## src/hdl/pcsg_pkg.sv

```systemverilog
// Package for the port control block with stop-mode gating.
// It holds the register offsets, reset values and AXI4-Lite response codes.
package pcsg_pkg;

  // Register byte offsets
  localparam logic [7:0] PCSG_OFF_DATA    = 8'h00;
  localparam logic [7:0] PCSG_OFF_OUT_EN  = 8'h04;
  localparam logic [7:0] PCSG_OFF_FUNC    = 8'h08;
  localparam logic [7:0] PCSG_OFF_OPEN_DR = 8'h28;
  localparam logic [7:0] PCSG_OFF_PULLUP  = 8'h2c;
  localparam logic [7:0] PCSG_OFF_PULLDN  = 8'h30;
  localparam logic [7:0] PCSG_OFF_IN_EN   = 8'h38;
  localparam logic [7:0] PCSG_OFF_STANDBY = 8'h40;

  // Standby control field positions
  localparam int PCSG_STBY_DRVE_BIT = 0;
  localparam int PCSG_STBY_STOP_BIT = 1;

  // Reset values
  localparam logic [31:0] PCSG_RST_ZERO = 32'h0000_0000;
  localparam logic        PCSG_RST_DRVE = 1'b0;

  // AXI4-Lite responses
  localparam logic [1:0] PCSG_RESP_OKAY   = 2'b00;
  localparam logic [1:0] PCSG_RESP_SLVERR = 2'b10;

  // Register selector
  typedef enum {
    PCSG_SEL_DATA,
    PCSG_SEL_OUT_EN,
    PCSG_SEL_FUNC,
    PCSG_SEL_OPEN_DR,
    PCSG_SEL_PULLUP,
    PCSG_SEL_PULLDN,
    PCSG_SEL_IN_EN,
    PCSG_SEL_STANDBY,
    PCSG_SEL_NONE
  } pcsg_sel_t;

endpackage : pcsg_pkg

```

## src/hdl/pcsg_pad_if.sv

```systemverilog
// Interface between the register side and the pad gating logic.
// It assumes one vector bit per pin, all on the system clock.
`timescale 1ns/1ns
interface pcsg_pad_if #(
  parameter int NPINS = 8
);
  logic [NPINS-1:0] data_out;
  logic [NPINS-1:0] out_en;
  logic [NPINS-1:0] func_sel;
  logic [NPINS-1:0] open_drain;
  logic [NPINS-1:0] pull_up;
  logic [NPINS-1:0] pull_dn;
  logic [NPINS-1:0] in_en;
  logic             stop_mode;
  logic             drive_en;
  logic [NPINS-1:0] alt_out;
  logic [NPINS-1:0] alt_oe;
  logic [NPINS-1:0] dbg_valid;
  logic [NPINS-1:0] pad_o;
  logic [NPINS-1:0] pad_oe;
  logic [NPINS-1:0] pad_ie;
  logic [NPINS-1:0] pad_pu;
  logic [NPINS-1:0] pad_pd;

  modport ctrl (
    output data_out, out_en, func_sel, open_drain, pull_up, pull_dn, in_en,
    output stop_mode, drive_en, alt_out, alt_oe, dbg_valid,
    input  pad_o, pad_oe, pad_ie, pad_pu, pad_pd
  );

  modport gate (
    input  data_out, out_en, func_sel, open_drain, pull_up, pull_dn, in_en,
    input  stop_mode, drive_en, alt_out, alt_oe, dbg_valid,
    output pad_o, pad_oe, pad_ie, pad_pu, pad_pd
  );
endinterface : pcsg_pad_if

```

## src/hdl/pcsg_pad_gate.sv

```systemverilog
// Per-pin pad gating: function mux, open drain, pulls and stop-mode gating.
// It assumes the pin class masks are fixed at elaboration.
`timescale 1ns/1ns
module pcsg_pad_gate #(
  parameter int               NPINS      = 8,
  parameter logic [NPINS-1:0] DEBUG_MASK = '0,
  parameter logic [NPINS-1:0] INT_MASK   = '0,
  parameter logic [NPINS-1:0] OD_MASK    = '1,
  parameter logic [NPINS-1:0] CEC_MASK   = '0
) (
  // Pad control
  pcsg_pad_if.gate pads
);

  for (genvar i = 0; i < NPINS; i++)
  begin : g_pin
    logic run_oe;
    logic run_ie;
    logic stop_oe;
    logic stop_ie;
    logic val;
    logic oe;
    logic odrain;

    // Alternate function or plain port bit
    assign val    = pads.func_sel[i] ? pads.alt_out[i] : pads.data_out[i];
    assign run_oe = pads.func_sel[i] ? (pads.out_en[i] & pads.alt_oe[i]) : pads.out_en[i];
    assign run_ie = pads.in_en[i];

    // Stop-mode gating
    always_comb
    begin
      stop_oe = pads.drive_en ? run_oe : 1'b0;
      stop_ie = pads.drive_en ? run_ie : 1'b0;
      if (DEBUG_MASK[i] && pads.func_sel[i] && pads.out_en[i])
      begin
        stop_oe = pads.dbg_valid[i];
      end
      if (INT_MASK[i] && pads.func_sel[i] && pads.in_en[i])
      begin
        stop_ie = 1'b1;
      end
    end

    assign oe     = pads.stop_mode ? stop_oe : run_oe;
    assign odrain = CEC_MASK[i] | (OD_MASK[i] & pads.open_drain[i]);

    // Open drain only pulls low
    assign pads.pad_o[i]  = odrain ? 1'b0 : val;
    assign pads.pad_oe[i] = odrain ? (oe & ~val) : oe;
    assign pads.pad_ie[i] = pads.stop_mode ? stop_ie : run_ie;
    assign pads.pad_pu[i] = pads.pull_up[i] & ~CEC_MASK[i];
    assign pads.pad_pd[i] = pads.pull_dn[i];
  end

endmodule : pcsg_pad_gate

```

## src/hdl/pcsg_port.sv

```systemverilog
// Top of one general-purpose port: AXI4-Lite register slave and pad drivers.
// It assumes stop_mode, alternate-function and debug inputs come from aclk logic;
// pin levels arrive asynchronously and are synchronised here.
//
// Contract
// - A data register lets software read pin levels and write the values driven out.
// - A 1 in a pin's function-select bit routes the pin to its alternate peripheral.
// - A 1 in a pin's open-drain bit stops high drive, giving a pseudo open-drain pin.
// - Input buffers are off after reset until software enables each pin's input.
// - A per-pin output-enable bit drives the pin, and a separate bit enables input.
// - In stop mode with drive enable at 1, pins other than debug data pins in debug use keep their input and output enables.
// - In stop mode with drive enable at 0, ordinary pins lose input and output.
// - Debug data pins in debug use with output on drive in stop mode only while data is valid.
// - Interrupt pins in alternate-function use with input on keep input in stop mode; output follows drive enable.
// - The CEC pin is an N-channel open-drain output with no pull-up option.
// - Per-pin pull-up and pull-down bits engage the internal resistors.
//
// The address map and the AXI4-Lite register port are this design's own decisions.
`timescale 1ns/1ns
module pcsg_port
  import pcsg_pkg::*;
#(
  parameter int               NPINS        = 8,
  parameter logic [NPINS-1:0] DEBUG_MASK   = '0,
  parameter logic [NPINS-1:0] INT_MASK     = '0,
  parameter logic [NPINS-1:0] OD_MASK      = '1,
  parameter logic [NPINS-1:0] CEC_MASK     = '0,
  parameter logic [NPINS-1:0] FUNC_MASK    = '1,
  parameter logic [NPINS-1:0] RST_OUT_EN   = '0,
  parameter logic [NPINS-1:0] RST_FUNC     = '0,
  parameter logic [NPINS-1:0] RST_PULLUP   = '0,
  parameter logic [NPINS-1:0] RST_PULLDN   = '0,
  parameter logic [NPINS-1:0] RST_IN_EN    = '0
) (
  // Clock and reset
  input  wire logic             aclk,
  input  wire logic             aresetn,
  // AXI4-Lite write address
  input  wire logic [7:0]       s_axi_awaddr,
  input  wire logic [2:0]       s_axi_awprot,
  input  wire logic             s_axi_awvalid,
  output logic                  s_axi_awready,
  // AXI4-Lite write data
  input  wire logic [31:0]      s_axi_wdata,
  input  wire logic [3:0]       s_axi_wstrb,
  input  wire logic             s_axi_wvalid,
  output logic                  s_axi_wready,
  // AXI4-Lite write response
  output logic [1:0]            s_axi_bresp,
  output logic                  s_axi_bvalid,
  input  wire logic             s_axi_bready,
  // AXI4-Lite read address
  input  wire logic [7:0]       s_axi_araddr,
  input  wire logic [2:0]       s_axi_arprot,
  input  wire logic             s_axi_arvalid,
  output logic                  s_axi_arready,
  // AXI4-Lite read data
  output logic [31:0]           s_axi_rdata,
  output logic [1:0]            s_axi_rresp,
  output logic                  s_axi_rvalid,
  input  wire logic             s_axi_rready,
  // Clock generator
  input  wire logic             stop_mode,
  // Alternate peripherals
  input  wire logic [NPINS-1:0] alt_out,
  input  wire logic [NPINS-1:0] alt_oe,
  input  wire logic [NPINS-1:0] dbg_valid,
  output logic [NPINS-1:0]      alt_in,
  // Pads
  input  wire logic [NPINS-1:0] pin_i,
  output logic [NPINS-1:0]      pin_o,
  output logic [NPINS-1:0]      pin_oe,
  output logic [NPINS-1:0]      pin_ie,
  output logic [NPINS-1:0]      pin_pu,
  output logic [NPINS-1:0]      pin_pd
);

  if (NPINS < 1 || NPINS > 32)
  begin : g_bad_npins
    $error("NPINS must lie between 1 and 32");
  end

  // Register selection from a byte address
  function automatic pcsg_sel_t reg_sel(input logic [7:0] addr);
    unique case (addr)
      PCSG_OFF_DATA:    reg_sel = PCSG_SEL_DATA;
      PCSG_OFF_OUT_EN:  reg_sel = PCSG_SEL_OUT_EN;
      PCSG_OFF_FUNC:    reg_sel = PCSG_SEL_FUNC;
      PCSG_OFF_OPEN_DR: reg_sel = PCSG_SEL_OPEN_DR;
      PCSG_OFF_PULLUP:  reg_sel = PCSG_SEL_PULLUP;
      PCSG_OFF_PULLDN:  reg_sel = PCSG_SEL_PULLDN;
      PCSG_OFF_IN_EN:   reg_sel = PCSG_SEL_IN_EN;
      PCSG_OFF_STANDBY: reg_sel = PCSG_SEL_STANDBY;
      default:          reg_sel = PCSG_SEL_NONE;
    endcase
  endfunction : reg_sel

  // Byte-lane merge of a write into a pin-wide register
  function automatic logic [NPINS-1:0] merge(
    input logic [NPINS-1:0] old,
    input logic [31:0]      wdata,
    input logic [3:0]       wstrb
  );
    logic [31:0] res;
    res = PCSG_RST_ZERO;
    res[NPINS-1:0] = old;
    for (int b = 0; b < 4; b++)
    begin
      if (wstrb[b])
      begin
        res[b*8 +: 8] = wdata[b*8 +: 8];
      end
    end
    merge = res[NPINS-1:0];
  endfunction : merge

  // Pin-wide value zero-extended to a bus word
  function automatic logic [31:0] widen(input logic [NPINS-1:0] v);
    logic [31:0] res;
    res = PCSG_RST_ZERO;
    res[NPINS-1:0] = v;
    widen = res;
  endfunction : widen

  logic [NPINS-1:0] data_q;
  logic [NPINS-1:0] out_en_q;
  logic [NPINS-1:0] func_q;
  logic [NPINS-1:0] open_dr_q;
  logic [NPINS-1:0] pullup_q;
  logic [NPINS-1:0] pulldn_q;
  logic [NPINS-1:0] in_en_q;
  logic             drve_q;
  logic [NPINS-1:0] sync1_q;
  logic [NPINS-1:0] sync2_q;
  logic             aw_got_q;
  logic             w_got_q;
  logic [7:0]       awaddr_q;
  logic [31:0]      wdata_q;
  logic [3:0]       wstrb_q;
  logic             wr_fire;
  pcsg_sel_t        wr_sel;
  pcsg_sel_t        rd_sel;
  logic [31:0]      rd_word;
  logic             rd_ok;

  pcsg_pad_if #(.NPINS(NPINS)) pads ();

  // Pin synchroniser
  always_ff @(posedge aclk)
  begin
    if (!aresetn)
    begin
      sync1_q <= '0;
      sync2_q <= '0;
    end
    else
    begin
      sync1_q <= pin_i;
      sync2_q <= sync1_q;
    end
  end

  // Write address and data capture, in either order
  assign s_axi_awready = !aw_got_q && !s_axi_bvalid;
  assign s_axi_wready  = !w_got_q && !s_axi_bvalid;
  assign wr_fire       = aw_got_q && w_got_q;
  assign wr_sel        = reg_sel(awaddr_q);

  always_ff @(posedge aclk)
  begin
    if (!aresetn)
    begin
      aw_got_q <= 1'b0;
      awaddr_q <= 8'h00;
    end
    else if (s_axi_awvalid && s_axi_awready)
    begin
      aw_got_q <= 1'b1;
      awaddr_q <= s_axi_awaddr;
    end
    else if (wr_fire)
    begin
      aw_got_q <= 1'b0;
    end
  end

  always_ff @(posedge aclk)
  begin
    if (!aresetn)
    begin
      w_got_q <= 1'b0;
      wdata_q <= PCSG_RST_ZERO;
      wstrb_q <= 4'h0;
    end
    else if (s_axi_wvalid && s_axi_wready)
    begin
      w_got_q <= 1'b1;
      wdata_q <= s_axi_wdata;
      wstrb_q <= s_axi_wstrb;
    end
    else if (wr_fire)
    begin
      w_got_q <= 1'b0;
    end
  end

  // Write response
  always_ff @(posedge aclk)
  begin
    if (!aresetn)
    begin
      s_axi_bvalid <= 1'b0;
      s_axi_bresp  <= PCSG_RESP_OKAY;
    end
    else if (wr_fire)
    begin
      s_axi_bvalid <= 1'b1;
      s_axi_bresp  <= (wr_sel == PCSG_SEL_NONE) ? PCSG_RESP_SLVERR : PCSG_RESP_OKAY;
    end
    else if (s_axi_bready)
    begin
      s_axi_bvalid <= 1'b0;
    end
  end

  // Port registers
  always_ff @(posedge aclk)
  begin
    if (!aresetn)
    begin
      data_q    <= '0;
      out_en_q  <= RST_OUT_EN;
      func_q    <= RST_FUNC;
      open_dr_q <= '0;
      pullup_q  <= RST_PULLUP & ~CEC_MASK;
      pulldn_q  <= RST_PULLDN;
      in_en_q   <= RST_IN_EN;
      drve_q    <= PCSG_RST_DRVE;
    end
    else if (wr_fire)
    begin
      unique case (wr_sel)
        PCSG_SEL_DATA:    data_q    <= merge(data_q, wdata_q, wstrb_q);
        PCSG_SEL_OUT_EN:  out_en_q  <= merge(out_en_q, wdata_q, wstrb_q);
        PCSG_SEL_FUNC:    func_q    <= merge(func_q, wdata_q, wstrb_q) & FUNC_MASK;
        PCSG_SEL_OPEN_DR: open_dr_q <= merge(open_dr_q, wdata_q, wstrb_q) & OD_MASK;
        PCSG_SEL_PULLUP:  pullup_q  <= merge(pullup_q, wdata_q, wstrb_q) & ~CEC_MASK;
        PCSG_SEL_PULLDN:  pulldn_q  <= merge(pulldn_q, wdata_q, wstrb_q);
        PCSG_SEL_IN_EN:   in_en_q   <= merge(in_en_q, wdata_q, wstrb_q);
        PCSG_SEL_STANDBY:
        begin
          if (wstrb_q[0])
          begin
            drve_q <= wdata_q[PCSG_STBY_DRVE_BIT];
          end
        end
        PCSG_SEL_NONE:    ;
      endcase
    end
  end

  // Read path
  assign s_axi_arready = !s_axi_rvalid;
  assign rd_sel        = reg_sel(s_axi_araddr);

  always_comb
  begin
    rd_word = PCSG_RST_ZERO;
    rd_ok   = 1'b1;
    unique case (rd_sel)
      PCSG_SEL_DATA:    rd_word = widen((sync2_q & pads.pad_ie) | (data_q & ~pads.pad_ie));
      PCSG_SEL_OUT_EN:  rd_word = widen(out_en_q);
      PCSG_SEL_FUNC:    rd_word = widen(func_q);
      PCSG_SEL_OPEN_DR: rd_word = widen(open_dr_q);
      PCSG_SEL_PULLUP:  rd_word = widen(pullup_q);
      PCSG_SEL_PULLDN:  rd_word = widen(pulldn_q);
      PCSG_SEL_IN_EN:   rd_word = widen(in_en_q);
      PCSG_SEL_STANDBY:
      begin
        rd_word[PCSG_STBY_DRVE_BIT] = drve_q;
        rd_word[PCSG_STBY_STOP_BIT] = stop_mode;
      end
      PCSG_SEL_NONE:    rd_ok = 1'b0;
    endcase
  end

  always_ff @(posedge aclk)
  begin
    if (!aresetn)
    begin
      s_axi_rvalid <= 1'b0;
      s_axi_rdata  <= PCSG_RST_ZERO;
      s_axi_rresp  <= PCSG_RESP_OKAY;
    end
    else if (s_axi_arvalid && s_axi_arready)
    begin
      s_axi_rvalid <= 1'b1;
      s_axi_rdata  <= rd_word;
      s_axi_rresp  <= rd_ok ? PCSG_RESP_OKAY : PCSG_RESP_SLVERR;
    end
    else if (s_axi_rready)
    begin
      s_axi_rvalid <= 1'b0;
    end
  end

  // Pad gating
  assign pads.data_out   = data_q;
  assign pads.out_en     = out_en_q;
  assign pads.func_sel   = func_q;
  assign pads.open_drain = open_dr_q;
  assign pads.pull_up    = pullup_q;
  assign pads.pull_dn    = pulldn_q;
  assign pads.in_en      = in_en_q;
  assign pads.stop_mode  = stop_mode;
  assign pads.drive_en   = drve_q;
  assign pads.alt_out    = alt_out;
  assign pads.alt_oe     = alt_oe;
  assign pads.dbg_valid  = dbg_valid;

  pcsg_pad_gate #(
    .NPINS      (NPINS),
    .DEBUG_MASK (DEBUG_MASK),
    .INT_MASK   (INT_MASK),
    .OD_MASK    (OD_MASK),
    .CEC_MASK   (CEC_MASK)
  ) u_gate (
    .pads (pads.gate)
  );

  // Registered pad outputs
  always_ff @(posedge aclk)
  begin
    if (!aresetn)
    begin
      pin_o  <= '0;
      pin_oe <= RST_OUT_EN & ~(OD_MASK & '0);
      pin_ie <= '0;
      pin_pu <= RST_PULLUP & ~CEC_MASK;
      pin_pd <= RST_PULLDN;
      alt_in <= '0;
    end
    else
    begin
      pin_o  <= pads.pad_o;
      pin_oe <= pads.pad_oe;
      pin_ie <= pads.pad_ie;
      pin_pu <= pads.pad_pu;
      pin_pd <= pads.pad_pd;
      alt_in <= sync2_q & pads.pad_ie & func_q;
    end
  end

endmodule : pcsg_port

```

## config.mk

```make
export PLATFORM = sky130hd
export DESIGN_NAME = pcsg_port
export DESIGN_NICKNAME = d
export VERILOG_FILES = /design/src/hdl/pcsg_pkg.sv /design/src/hdl/pcsg_pad_if.sv /design/src/hdl/pcsg_pad_gate.sv /design/src/hdl/pcsg_port.sv
export SDC_FILE = /design/constraint.sdc
export NUM_CORES = 1
export LEC_CHECK = 0
export BUFFER_PORTS_ARGS = -buffer_cell sky130_fd_sc_hd__clkbuf_2
export CAP_MARGIN = 20
export CORE_MARGIN = 4
export CORE_UTILIZATION = 35
export DETAILED_ROUTE_END_ITERATION = 6
export PLACE_DENSITY = 0.62
export SETUP_SLACK_MARGIN = 0.4
export SLEW_MARGIN = 10
export SYNTH_ARGS = -nofsm -noshare
export SYNTH_HDL_FRONTEND = slang
export SYNTH_SLANG_ARGS = --single-unit
```

## constraint.sdc

```tcl
create_clock -name aclk -period 5.2 [get_ports aclk]
set_clock_uncertainty 0.05 [all_clocks]
set_input_delay 1.56 -clock aclk [delete_from_list [all_inputs] [get_ports aclk]]
set_output_delay 1.56 -clock aclk [all_outputs]
set_load 0.02 [all_outputs]
```

==> load_flow_metrics.sql, run 1 <==
INSERT INTO impl_metrics (metric_group, metric, value, unit) VALUES
('global_route', 'first_global_vias', '4854', ''),
('clock_network', 'clkTransAtPathRegs', '0.06', 'ns'),
('clock_network', 'cts_tree', 'done', ''),
('pwr', 'total_leakage_power', '3.38', 'nW'),
('hold_path', 'timing.hold.worst.start', 'sync1_q[2]', ''),
('die', 'fp.dieArea', '19900', 'um2'),
('pwr', 'power_report.internal_total', '1.91', 'mW'),
('die', 'core_region_area', '17400', 'um2'),
('global_route', 'grt_remaining_overflow', '0', ''),
('status', 'status', 'completed', ''),
('layout', 'nets', '863', ''),
('worst_setup_path', 'timing.critical_path.to_type', 'flop', ''),
('place', 'port_buffers', '119', ''),
('die', 'floorplan.io_pins', '187', ''),
('sta', 'worst_slew_pin_slew', '0.873', 'ns'),
('worst_setup_path', 'worst_ep_required_time', '5.50', 'ns'),
('synthesis', 'synthArstFlopShare', '0', ''),
('clock_network', 'insertion_delay', '0.43', 'ns'),
('drt', 'routed_via_density', '4.78', ''),
('pwr', 'power.ir.vdd_worst', '0.000194', 'V'),
('sta', 'number_of_endpoints_failing_setup_at_the_final_stage', '0', ''),
('worst_setup_path', 'critical_path_arrival', '3.38', 'ns'),
('sta', 'layout_worst_path_cycle_share', '0.592', ''),
('layout', 'mostFrequentLayoutCell', 'sky130_fd_sc_hd__dfxtp_1', ''),
('drt', 'drt-total-wl', '16000', 'um'),
('sta', 'max_slew_margin', '0.418', ''),
('layout', 'nFillCells', '1758', ''),
('worst_setup_path', 'setup.worst_path.class', 'primary input to flop', ''),
('pwr', 'powerDensity', '343', 'nW/um2'),
('die', 'fp-row-count', '48', ''),
('hold_path', 'worstHoldPathCells', '1', ''),
('clock_network', 'post_cts_buffers', '0', ''),
('layout', 'layout-drive-gt1-share', '0.219', ''),
('drt', 'drt_iter0_drc', '400', ''),
('global_route', 'global_route_wire_length_before_repair', '25600', 'um'),
('synthesis', 'yosysWarningCount', '0', ''),
('drt', 'routed-via-count', '4792', ''),
('drt', 'drcViolationCount', '0', ''),
('synthesis', 'synth_area', '6210', 'um2'),
('clock_network', 'post_cts_hold_buffer_count', '0', ''),
('synthesis', 'post_synth_inst_count', '659', ''),
('clock_network', 'cts_buffer_depth', '2', ''),
('layout', 'register_cell_area_after_layout', '3040', 'um2'),
('sta', 'tns', '0', 'ns'),
('sta', 'rsz_0062_raised_after_global_routing', 'no', ''),
('place', 'post_dp_hpwl', '11800', 'um'),
('pwr', 'sequentialPowerShare', '0.471', ''),
('layout', 'area_growth', '19.8', '%'),
('die', 'chipWidth', '141', 'um'),
('clock_network', 'number_of_cts_inserted_buffers', '17', ''),
('pwr', 'power.switching_fraction', '0.248', ''),
('place', 'place_congestion', '0.865', ''),
('place', 'cell_area_placed', '6850', 'um2'),
('clock_network', 'postCtsResizedCells', '0', ''),
('hold_path', 'worstHoldPathType', 'flop to flop', ''),
('worst_setup_path', 'r2r_slack', '2.97', 'ns'),
('flow_run', 'max-cap-violations', '0', ''),
('synthesis', 'postSynthRegisterBits', '152', ''),
('pwr', 'p_comb_frac', '0.058', ''),
('global_route', 'track_usage', '0.163', ''),
('sta', 'hold_viol_final', '0', ''),
('layout', 'final_cell_mix', 'sky130_fd_sc_hd__dfxtp_1, sky130_fd_sc_hd__nand2_1, sky130_fd_sc_hd__clkbuf_2', ''),
('pwr', 'clock_power_share', '0.471', ''),
('sta', 'timing_max_transition_violations_final', '0', ''),
('clock_network', 'clock_sinks', '152', ''),
('worst_setup_path', 'startpoint_of_the_worst_register_to_register_path', 'w_got_q', ''),
('hold_path', 'hold-path-endpoint', 'sync2_q[2]', ''),
('clock_network', 'root_buffer', 'sky130_fd_sc_hd__clkbuf_16', ''),
('worst_setup_path', 'worstRegToRegCells', '5', ''),
('pwr', 'report.power.total', '2.55', 'mW'),
('worst_setup_path', 'maximum_fanout_encountered_on_the_critical_timing_path', '8', '');
-- logic make-up after synthesis --
kind of cell,after synthesis,share of synthesized area
simple gates,253,0.213
compound gates,97,0.106
mux,74,0.121
flops,152,0.490
buf+inv,82,0.0695
other cells,1,0.000604
-- power groups by stage --
| stage | logic, mW | registers [mW] | clock network (mW) |
|---|---|---|---|
| 2_1_floorplan | 0.118 | 1.22 | 0 |
| 3_3_place_gp | 0.148 | 1.22 | 0 |
| 3_5_place_dp | 0.149 | 1.23 | 0 |
| 4_1_cts | 0.150 | 1.20 | 1.23 |
| 5_1_grt | 0.166 | 1.20 | 1.27 |
| 6_report | 0.149 | 1.20 | 1.20 |
-- synthesized netlist by cell type, types with 15 or more instances --
| cell type | n | area (um2) |
|---|---|---|
| sky130_fd_sc_hd__nand2_1 | 128 | 480 |
| sky130_fd_sc_hd__inv_1 | 21 | 78.8 |
| sky130_fd_sc_hd__dfxtp_1 | 152 | 3040 |
| sky130_fd_sc_hd__a21oi_1 | 16 | 80.1 |
| sky130_fd_sc_hd__buf_4 | 26 | 195 |
| sky130_fd_sc_hd__a21boi_0 | 22 | 165 |
| sky130_fd_sc_hd__and2_1 | 25 | 156 |
| sky130_fd_sc_hd__and3_1 | 18 | 113 |
| sky130_fd_sc_hd__nand2b_1 | 15 | 93.8 |
| sky130_fd_sc_hd__clkbuf_1 | 23 | 86.3 |
| sky130_fd_sc_hd__mux2i_1 | 68 | 681 |
| sky130_fd_sc_hd__o21ai_0 | 18 | 90.1 |
-- worst max-delay path, stage by stage --
cell and delay, ns:
sky130_fd_sc_hd__clkbuf_2 0.15, sky130_fd_sc_hd__nor4_2 0.46, sky130_fd_sc_hd__nand2_1 0.13, sky130_fd_sc_hd__nor3_1 0.70, sky130_fd_sc_hd__a21oi_1 0.17, sky130_fd_sc_hd__a31oi_1 0.20
-- worst max-delay path by stage --
| stage | startpoint | endpoint | cells after the start |
|---|---|---|---|
| 3_5_place_dp | s_axi_araddr[5] | s_axi_rdata[1] | 5 |
| 6_report | s_axi_araddr[2] | s_axi_rdata[3] | 6 |
| 4_1_cts | s_axi_araddr[5] | s_axi_rdata[1] | 5 |
| 2_1_floorplan | s_axi_araddr[3] | s_axi_rdata[1] | 6 |
| 3_3_place_gp | s_axi_araddr[5] | s_axi_rdata[4] | 6 |
| 5_1_grt | s_axi_araddr[2] | s_axi_rdata[5] | 6 |
-- per-layer routing --
layer / global-route usage / up-vias / routed length (um)
met4: 0.0688 / 0 / 346
met5: 0 / - / 0
li1: - / 2420 / -
met3: 0.0387 / 23 / 890
met1: 0.220 / 2208 / 7630
met2: 0.252 / 141 / 7180
-- through the flow --
| step | worst slack, ns | utilization | cells |
|---|---|---|---|
| floorplan | 2.22 | - | 684 |
| detailed placement | 1.68 | 0.395 | 970 |
| finish | 2.12 | 0.428 | 1003 |
| global placement | 1.70 | 0.395 | 970 |
| global route | 1.94 | 0.428 | 1003 |
| CTS | 2.13 | 0.428 | 1002 |
-- area by class of cell --
cell class                 instances  share of cell area
inverter                          21              0.0106
multi-input combinational        450               0.380
clock buffer                      18              0.0591
tap                              225              0.0379
clock inverter                    14              0.0187
sequential                       152               0.409
timing repair buffer             123              0.0842
No activity file was read; power rests on OpenSTA's default activity.
==> inputs of run 2 (changes only) <==
--- a/config.mk
+++ b/config.mk
@@ -10,7 +10,7 @@
 export CORE_MARGIN = 4
 export CORE_UTILIZATION = 35
 export DETAILED_ROUTE_END_ITERATION = 6
-export PLACE_DENSITY = 0.62
+export PLACE_DENSITY = 0.64
 export SETUP_SLACK_MARGIN = 0.4
 export SLEW_MARGIN = 10
 export SYNTH_ARGS = -nofsm -noshare
==> constraint.sdc (replaced) <==
create_clock -name aclk -period 2.65 [get_ports aclk]
set_clock_uncertainty 0.05 [all_clocks]
set_input_delay 0.795 -clock aclk [delete_from_list [all_inputs] [get_ports aclk]]
set_output_delay 0.795 -clock aclk [all_outputs]
set_load 0.02 [all_outputs]
==> run 2 against run 1 <==
Die area unchanged; largest cell class unchanged; largest power group unchanged; worst hold slack got worse by 0.0032 ns; cell count grew 1.0%; count of clock-buffer cells in the layout is 2 higher; combinational power rose by 110%; worst setup slack worse by 1.6 ns; flip-flop and latch count unchanged.
==> load_flow_metrics.sql, run 2 (synthesis gave the netlist of run 1 again) <==
INSERT INTO impl_metrics (metric_group, metric, value, unit) VALUES
('die', 'floorplan.io_pins', '187', ''),
('drt', 'final_antenna_net_count', '0', ''),
('worst_setup_path', 'critical_path_arrival', '2.40', 'ns'),
('flow_run', 'max-cap-violations', '0', ''),
('global_route', 'first_global_vias', '4484', ''),
('global_route', 'grt_remaining_overflow', '0', ''),
('worst_setup_path', 'timing.critical_path.to_type', 'flop', ''),
('die', 'chipWidth', '141', 'um'),
('drt', 'drt-pass1-iter-count', '5', ''),
('sta', 'number_of_endpoints_failing_setup_at_the_final_stage', '0', ''),
('hold_path', 'worstHoldPathCells', '1', ''),
('clock_network', 'cts_tree', 'done', ''),
('sta', 'timing_max_transition_violations_final', '0', ''),
('clock_network', 'clkTransAtPathRegs', '0.06', 'ns'),
('layout', 'area_growth', '21.3', '%'),
('clock_network', 'number_of_cts_inserted_buffers', '17', ''),
('clock_network', 'h-tree-depth', '4', ''),
('sta', 'tns', '0', 'ns'),
('sta', 'layout_worst_path_cycle_share', '0.796', ''),
('layout', 'final_core_utilization', '0.434', ''),
('layout', 'summed_area_of_non_filler_cells_in_the_final_layout', '7530', 'um2'),
('sta', 'finalCriticalPeriod', '2.11', 'ns'),
('clock_network', 'insertion_delay', '0.42', 'ns'),
('clock_network', 'root_buffer', 'sky130_fd_sc_hd__clkbuf_16', ''),
('worst_setup_path', 'startpoint_of_the_worst_register_to_register_path', 'w_got_q', ''),
('worst_setup_path', 'worstReg2RegEnd', 'out_en_q[7]', ''),
('place', 'cell_area_placed', '6950', 'um2'),
('die', 'fp.dieArea', '19900', 'um2'),
('layout', 'final_cell_mix', 'sky130_fd_sc_hd__dfxtp_1, sky130_fd_sc_hd__nand2_1, sky130_fd_sc_hd__clkbuf_2', ''),
('sta', 'rsz_0062_raised_after_global_routing', 'no', ''),
('drt', 'routed-via-count', '4910', ''),
('die', 'fp-row-count', '48', ''),
('place', 'port_buffers', '119', ''),
('place', 'place_congestion', '0.872', ''),
('layout', 'mostFrequentLayoutCell', 'sky130_fd_sc_hd__dfxtp_1', ''),
('layout', 'nets', '875', ''),
('drt', 'drt-total-wl', '15900', 'um'),
('drt', 'routed_via_density', '4.85', ''),
('die', 'core_region_area', '17400', 'um2'),
('global_route', 'grt.met3_usage', '0.0393', ''),
('pwr', 'total_leakage_power', '3.43', 'nW'),
('hold_path', 'hold-path-endpoint', 'sync2_q[3]', ''),
('sta', 'max_slew_margin', '0.666', ''),
('drt', 'drcViolationCount', '0', ''),
('sta', 'hold_viol_final', '0', ''),
('die', 'die_y', '141', 'um'),
('sta', 'timing.fmax', '474', 'MHz'),
('pwr', 'powerDensity', '648', 'nW/um2'),
('clock_network', 'cts_buffer_depth', '2', ''),
('global_route', 'busiest_metal_layer_after_global_routing', 'met2', ''),
('worst_setup_path', 'r2r_slack', '0.59', 'ns'),
('hold_path', 'timing.hold.worst.start', 'sync1_q[3]', ''),
('pwr', 'power.ir.vdd_worst', '0.000349', 'V'),
('global_route', 'track_usage', '0.158', ''),
('worst_setup_path', 'worstRegToRegCells', '5', ''),
('global_route', 'grt_start_max_net_pins', '65', ''),
('drt', 'wl_per_cell', '15.7', 'um'),
('worst_setup_path', 'crit_path_start_kind', 'primary input', ''),
('global_route', 'antenna_found_initial', '0', ''),
('die', 'initial_core_util', '0.358', ''),
('worst_setup_path', 'maximum_fanout_encountered_on_the_critical_timing_path', '8', ''),
('layout', 'n_antenna_cell', '0', ''),
('place', 'placed_cells_incl_taps', '982', ''),
('worst_setup_path', 'setup.worst_path.class', 'primary input to flop', ''),
('worst_setup_path', 'worst_ep_required_time', '2.94', 'ns'),
('global_route', 'global_route.usage.met2', '0.240', ''),
('global_route', 'global_route_wire_length_before_repair', '24700', 'um'),
('clock_network', 'clock_sinks', '152', ''),
('drt', 'drt_iter0_drc', '340', ''),
('layout', 'final-instance-count-excl-fill', '1013', ''),
('layout', 'nFillCells', '1730', ''),
('hold_path', 'worstHoldPathType', 'flop to flop', ''),
('global_route', 'grt_util_met1', '0.219', ''),
('sta', 'worst_slew_pin_slew', '0.501', 'ns'),
('layout', 'layout-drive-gt1-share', '0.228', ''),
('place', 'post_dp_hpwl', '11900', 'um'),
('status', 'status', 'completed', '');
==> run 2: cell count changes in the layout (fill, tap and decap cells not counted), moves of 2 or more <==
| cell | before | now |
|---|---|---|
| sky130_fd_sc_hd__buf_4 | 4 | 15 |
| sky130_fd_sc_hd__buf_12 | 0 | 2 |
| sky130_fd_sc_hd__clkbuf_1 | 0 | 2 |
| sky130_fd_sc_hd__inv_6 | 4 | 2 |
| sky130_fd_sc_hd__inv_8 | 2 | 0 |
==> run 2: stage by stage <==
| stage | hold WS (ns) | setup slack, ns | total power [mW] |
|---|---|---|---|
| 2_1_floorplan | 0.362 | 0.438 | 2.62 |
| 3_3_place_gp | 0.365 | 0.150 | 2.70 |
| 3_5_place_dp | 0.367 | 0.0803 | 2.71 |
| 4_1_cts | 0.381 | 0.432 | 4.94 |
| 5_1_grt | 0.387 | 0.429 | 5.08 |
| 6_report | 0.379 | 0.541 | 4.88 |
==> run 2: how the worst max path moves through the flow <==
stage	startpoint	endpoint	slack [ns]	cells after the start
5_1_grt	s_axi_araddr[2]	s_axi_rdata[1]	0.43	6
4_1_cts	w_got_q	out_en_q[0]	0.43	5
3_3_place_gp	s_axi_araddr[2]	s_axi_rdata[1]	0.15	6
3_5_place_dp	s_axi_araddr[2]	s_axi_rdata[1]	0.08	6
6_report	s_axi_araddr[2]	s_axi_rdata[1]	0.54	6
2_1_floorplan	s_axi_araddr[3]	s_axi_rdata[1]	0.44	6
==> run 2: layer usage <==
| metal | vias to the layer above | wire length (um) |
|---|---|---|
| met3 | 15 | 1050 |
| met1 | 2276 | 7530 |
| met5 | - | 0 |
| met2 | 170 | 7110 |
| met4 | 0 | 202 |
| li1 | 2449 | - |
==> run 2: timing repair <==
action                                  4_1_cts  5_1_grt
gates resized for setup                       0        3
setup buffers                                 0        1
endpoints found under the setup margin        0       22
hold buffers                                  0        0
hold endpoints to repair                      0        0
==> run 2: worst max-delay path, cell delays in order <==
cell and delay, ns:
sky130_fd_sc_hd__clkbuf_2 0.16, sky130_fd_sc_hd__nor4_4 0.36, sky130_fd_sc_hd__nand2_1 0.11, sky130_fd_sc_hd__or3_1 0.47, sky130_fd_sc_hd__a211o_1 0.31, sky130_fd_sc_hd__a31oi_1 0.18
==> run 2: area by class of cell <==
cell class,instances,area (um2),share of cell area
well taps,225,282,0.0374
multi-input cells,450,2840,0.377
inverters,21,78.8,0.0105
flip-flops and latches,152,3040,0.404
clock buffers,20,447,0.0593
repair buffers,135,743,0.0987
clock inverters,10,97.6,0.0130
==> run 2: report_power, final <==
part / switching, mW / leakage, nW / internal (mW)
logic: 0.201 / 1.94 / 0.105
clock network: 0.913 / 0.259 / 1.31
registers: 0.0306 / 1.23 / 2.32
total: 1.14 / 3.43 / 3.73
==> inputs of run 3 (changes only) <==
--- a/config.mk
+++ b/config.mk
@@ -10,7 +10,7 @@
 export CORE_MARGIN = 4
 export CORE_UTILIZATION = 35
 export DETAILED_ROUTE_END_ITERATION = 6
-export PLACE_DENSITY = 0.64
+export PLACE_DENSITY = 0.62
 export SETUP_SLACK_MARGIN = 0.4
 export SLEW_MARGIN = 10
 export SYNTH_ARGS = -nofsm -noshare
==> constraint.sdc (replaced) <==
create_clock -name aclk -period 2 [get_ports aclk]
set_clock_uncertainty 0.05 [all_clocks]
set_input_delay 0.6 -clock aclk [delete_from_list [all_inputs] [get_ports aclk]]
set_output_delay 0.6 -clock aclk [all_outputs]
set_load 0.02 [all_outputs]
==> run 3 against run 2 <==
Register-to-register slack got worse by 0.44 ns; sequential share of layout area decreased by 3.9 points; global-route usage increased by 1.2 points; count of clock-buffer cells in the layout decreased by 2; cell count is 6.3% higher; non-clock buffer count up 62; clock power up 38%; largest cell class unchanged; via count up 5.3%; total power up 39%; first-iteration DRC count down 22%; core utilization grew 5.4 points; flip-flop and latch count did not move.
==> load_flow_metrics.sql, run 3 (synthesis gave the netlist of run 1 again) <==
INSERT INTO impl_metrics (metric_group, metric, value, unit) VALUES
('sta', 'hold_viol_final', '0', ''),
('global_route', 'antenna_found_initial', '0', ''),
('worst_setup_path', 'setup.worst_path.class', 'flop to flop', ''),
('hold_path', 'hold-path-endpoint', 'sync1_q[4]', ''),
('worst_setup_path', 'cp_top_family', 'simple AND/OR/NAND/NOR gates', ''),
('hold_path', 'worstHoldPathType', 'primary input to flop', ''),
('worst_setup_path', 'startpoint_of_the_worst_register_to_register_path', 'awaddr_q[2]', ''),
('drt', 'routed_via_density', '4.80', ''),
('layout', 'multi_input_gate_area_in_the_final_layout', '2990', 'um2'),
('worst_setup_path', 'cp_max_stage_cell', 'sky130_fd_sc_hd__dfxtp_4', ''),
('drt', 'final_antenna_net_count', '0', ''),
('die', 'initial_core_util', '0.358', ''),
('layout', 'mostFrequentLayoutCell', 'sky130_fd_sc_hd__dfxtp_1', ''),
('worst_setup_path', 'worstReg2RegEnd', 'pads.pull_dn[6]', ''),
('hold_path', 'timing.hold.worst.start', 'pin_i[4]', ''),
('die', 'die_y', '141', 'um'),
('place', 'post_dp_hpwl', '11900', 'um'),
('layout', 'n_antenna_cell', '0', ''),
('clock_network', 'cts_buffer_depth', '2', ''),
('hold_path', 'worstHoldPathCells', '2', ''),
('clock_network', 'insertion_delay', '0.43', 'ns'),
('die', 'floorplan.io_pins', '187', ''),
('sta', 'number_of_endpoints_failing_setup_at_the_final_stage', '0', ''),
('global_route', 'grt_remaining_overflow', '0', ''),
('worst_setup_path', 'critical_path_arrival', '2.10', 'ns'),
('place', 'place_congestion', '0.867', ''),
('flow_run', 'max-cap-violations', '0', ''),
('die', 'core_region_area', '17400', 'um2'),
('die', 'fp-row-count', '48', ''),
('drt', 'drcViolationCount', '0', ''),
('drt', 'routed-via-count', '5171', ''),
('pwr', 'power.ir.vdd_worst', '0.000566', 'V'),
('drt', 'drt-total-wl', '16900', 'um'),
('layout', 'nFillCells', '1656', ''),
('drt', 'wl_per_cell', '15.7', 'um'),
('worst_setup_path', 'maximum_fanout_encountered_on_the_critical_timing_path', '7', ''),
('clock_network', 'root_buffer', 'sky130_fd_sc_hd__clkbuf_16', ''),
('pwr', 'total_leakage_power', '3.87', 'nW'),
('status', 'status', 'completed', ''),
('worst_setup_path', 'crit_path_start_kind', 'flop', ''),
('sta', 'rsz_0062_raised_after_global_routing', 'yes', ''),
('worst_setup_path', 'timing.critical_path.to_type', 'flop', ''),
('worst_setup_path', 'critical-path-max-stage-delay', '0.37', 'ns'),
('sta', 'finalCriticalPeriod', '1.85', 'ns'),
('worst_setup_path', 'crit_buf_inv', '2', ''),
('sta', 'timing.fmax', '541', 'MHz'),
('global_route', 'grt_start_max_net_pins', '39', ''),
('worst_setup_path', 'worst_ep_required_time', '2.25', 'ns'),
('global_route', 'first_global_vias', '5002', ''),
('die', 'fp.dieArea', '19900', 'um2'),
('die', 'chipWidth', '141', 'um'),
('clock_network', 'number_of_cts_inserted_buffers', '17', ''),
('worst_setup_path', 'timing.critical_path.from', 'awaddr_q[2]', ''),
('drt', 'drt_iter0_drc', '265', ''),
('clock_network', 'cts_tree', 'done', ''),
('clock_network', 'clock_sinks', '152', ''),
('worst_setup_path', 'worstRegToRegCells', '7', ''),
('sta', 'setup_slack', '0.153', 'ns'),
('sta', 'timing_max_transition_violations_final', '0', ''),
('pwr', 'report.power.total', '6.79', 'mW'),
('layout', 'layout-drive-gt1-share', '0.337', ''),
('global_route', 'global_route_wire_length_before_repair', '26400', 'um'),
('layout', 'final_cell_mix', 'sky130_fd_sc_hd__dfxtp_1, sky130_fd_sc_hd__nand2_1, sky130_fd_sc_hd__clkbuf_2', ''),
('pwr', 'powerDensity', '802', 'nW/um2'),
('sta', 'layout_worst_path_cycle_share', '0.924', ''),
('drt', 'drt-pass1-iter-count', '4', ''),
('worst_setup_path', 'r2r_slack', '0.15', 'ns'),
('layout', 'area_growth', '36.4', '%'),
('worst_setup_path', 'crit_chain', 'buf_6, nor4_4, and4_4, nor2_4, nand3b_1, buf_12, mux2i_1', ''),
('place', 'place_worst_setup_slack', '-0.234', 'ns'),
('layout', 'register_cell_area_after_layout', '3090', 'um2'),
('layout', 'nets', '937', ''),
('clock_network', 'clkTransAtPathRegs', '0.06', 'ns'),
('place', 'port_buffers', '119', ''),
('sta', 'final.hold.worst_slack', '0.328', 'ns'),
('clock_network', 'h-tree-depth', '4', ''),
('global_route', 'track_usage', '0.170', '');
## run 3: cell count changes in the layout (fill, tap and decap cells not counted), moves of 7 or more
cell                       change
sky130_fd_sc_hd__clkbuf_2     -23
sky130_fd_sc_hd__dfxtp_2      +17
sky130_fd_sc_hd__buf_6         +9
sky130_fd_sc_hd__dfxtp_4       +7
sky130_fd_sc_hd__dfxtp_1      -24
sky130_fd_sc_hd__buf_4        +50
sky130_fd_sc_hd__clkbuf_8     +10
## run 3: worst max path at each step
| stage | to | cells past startpoint |
|---|---|---|
| after floorplan | s_axi_rdata[1] | 6 |
| after detailed placement | s_axi_rdata[4] | 8 |
| after CTS | out_en_q[4] | 5 |
| after global routing | pads.pull_dn[4] | 6 |
| final | pads.pull_dn[6] | 7 |
| after global placement | s_axi_rdata[5] | 8 |
## run 3: layout make-up
type / count / share of cell area
Sequential cell: 152 / 0.365
Multi-Input combinational cell: 450 / 0.353
Timing Repair Buffer: 197 / 0.173
Clock buffer: 18 / 0.0507
Tap cell: 225 / 0.0332
Clock inverter: 14 / 0.0158
Inverter: 21 / 0.00931
## run 3: worst reg2reg max path: cells and delay by family, from the launching register on
| family | cells | cell delay, ns |
|---|---|---|
| and+or+nand+nor | 4 | 0.84 |
| DFF | 1 | 0.37 |
| buffers and inverters | 2 | 0.34 |
| muxes | 1 | 0.12 |
## run 3: per-stage QoR
step | cell area (um2) | setup TNS, ns | std cells | utilization
floorplan | 6390 | 0 | 684 | -
global placement | 7360 | -1.49 | 1017 | 0.424
detailed placement | 7360 | -1.65 | 1017 | 0.424
CTS | 8370 | 0 | 1070 | 0.482
global route | 8470 | 0 | 1077 | 0.488
finish | 8470 | 0 | 1077 | 0.488
## run 3: repair_timing
action / in CTS / in global routing
pin swaps: 10 / 7
hold buffers: 0 / 0
endpoints found under the setup margin: 82 / 79
resized for setup: 83 / 27
setup buffers: 21 / 7
## run 3: power by group
part           switching, mW  leakage, nW  internal (mW)
combinational          0.326         2.36          0.276
sequential            0.0437         1.24           3.07
clock                   1.26        0.271           1.82
total                   1.63         3.87           5.17
## run 3: routing by layer
metal	track usage	vias to the layer above	wire length (um)
li1	-	2578	-
met3	0.0441	19	950
met5	0	-	0
met1	0.228	2431	7960
met4	0.0617	0	304
met2	0.264	143	7730
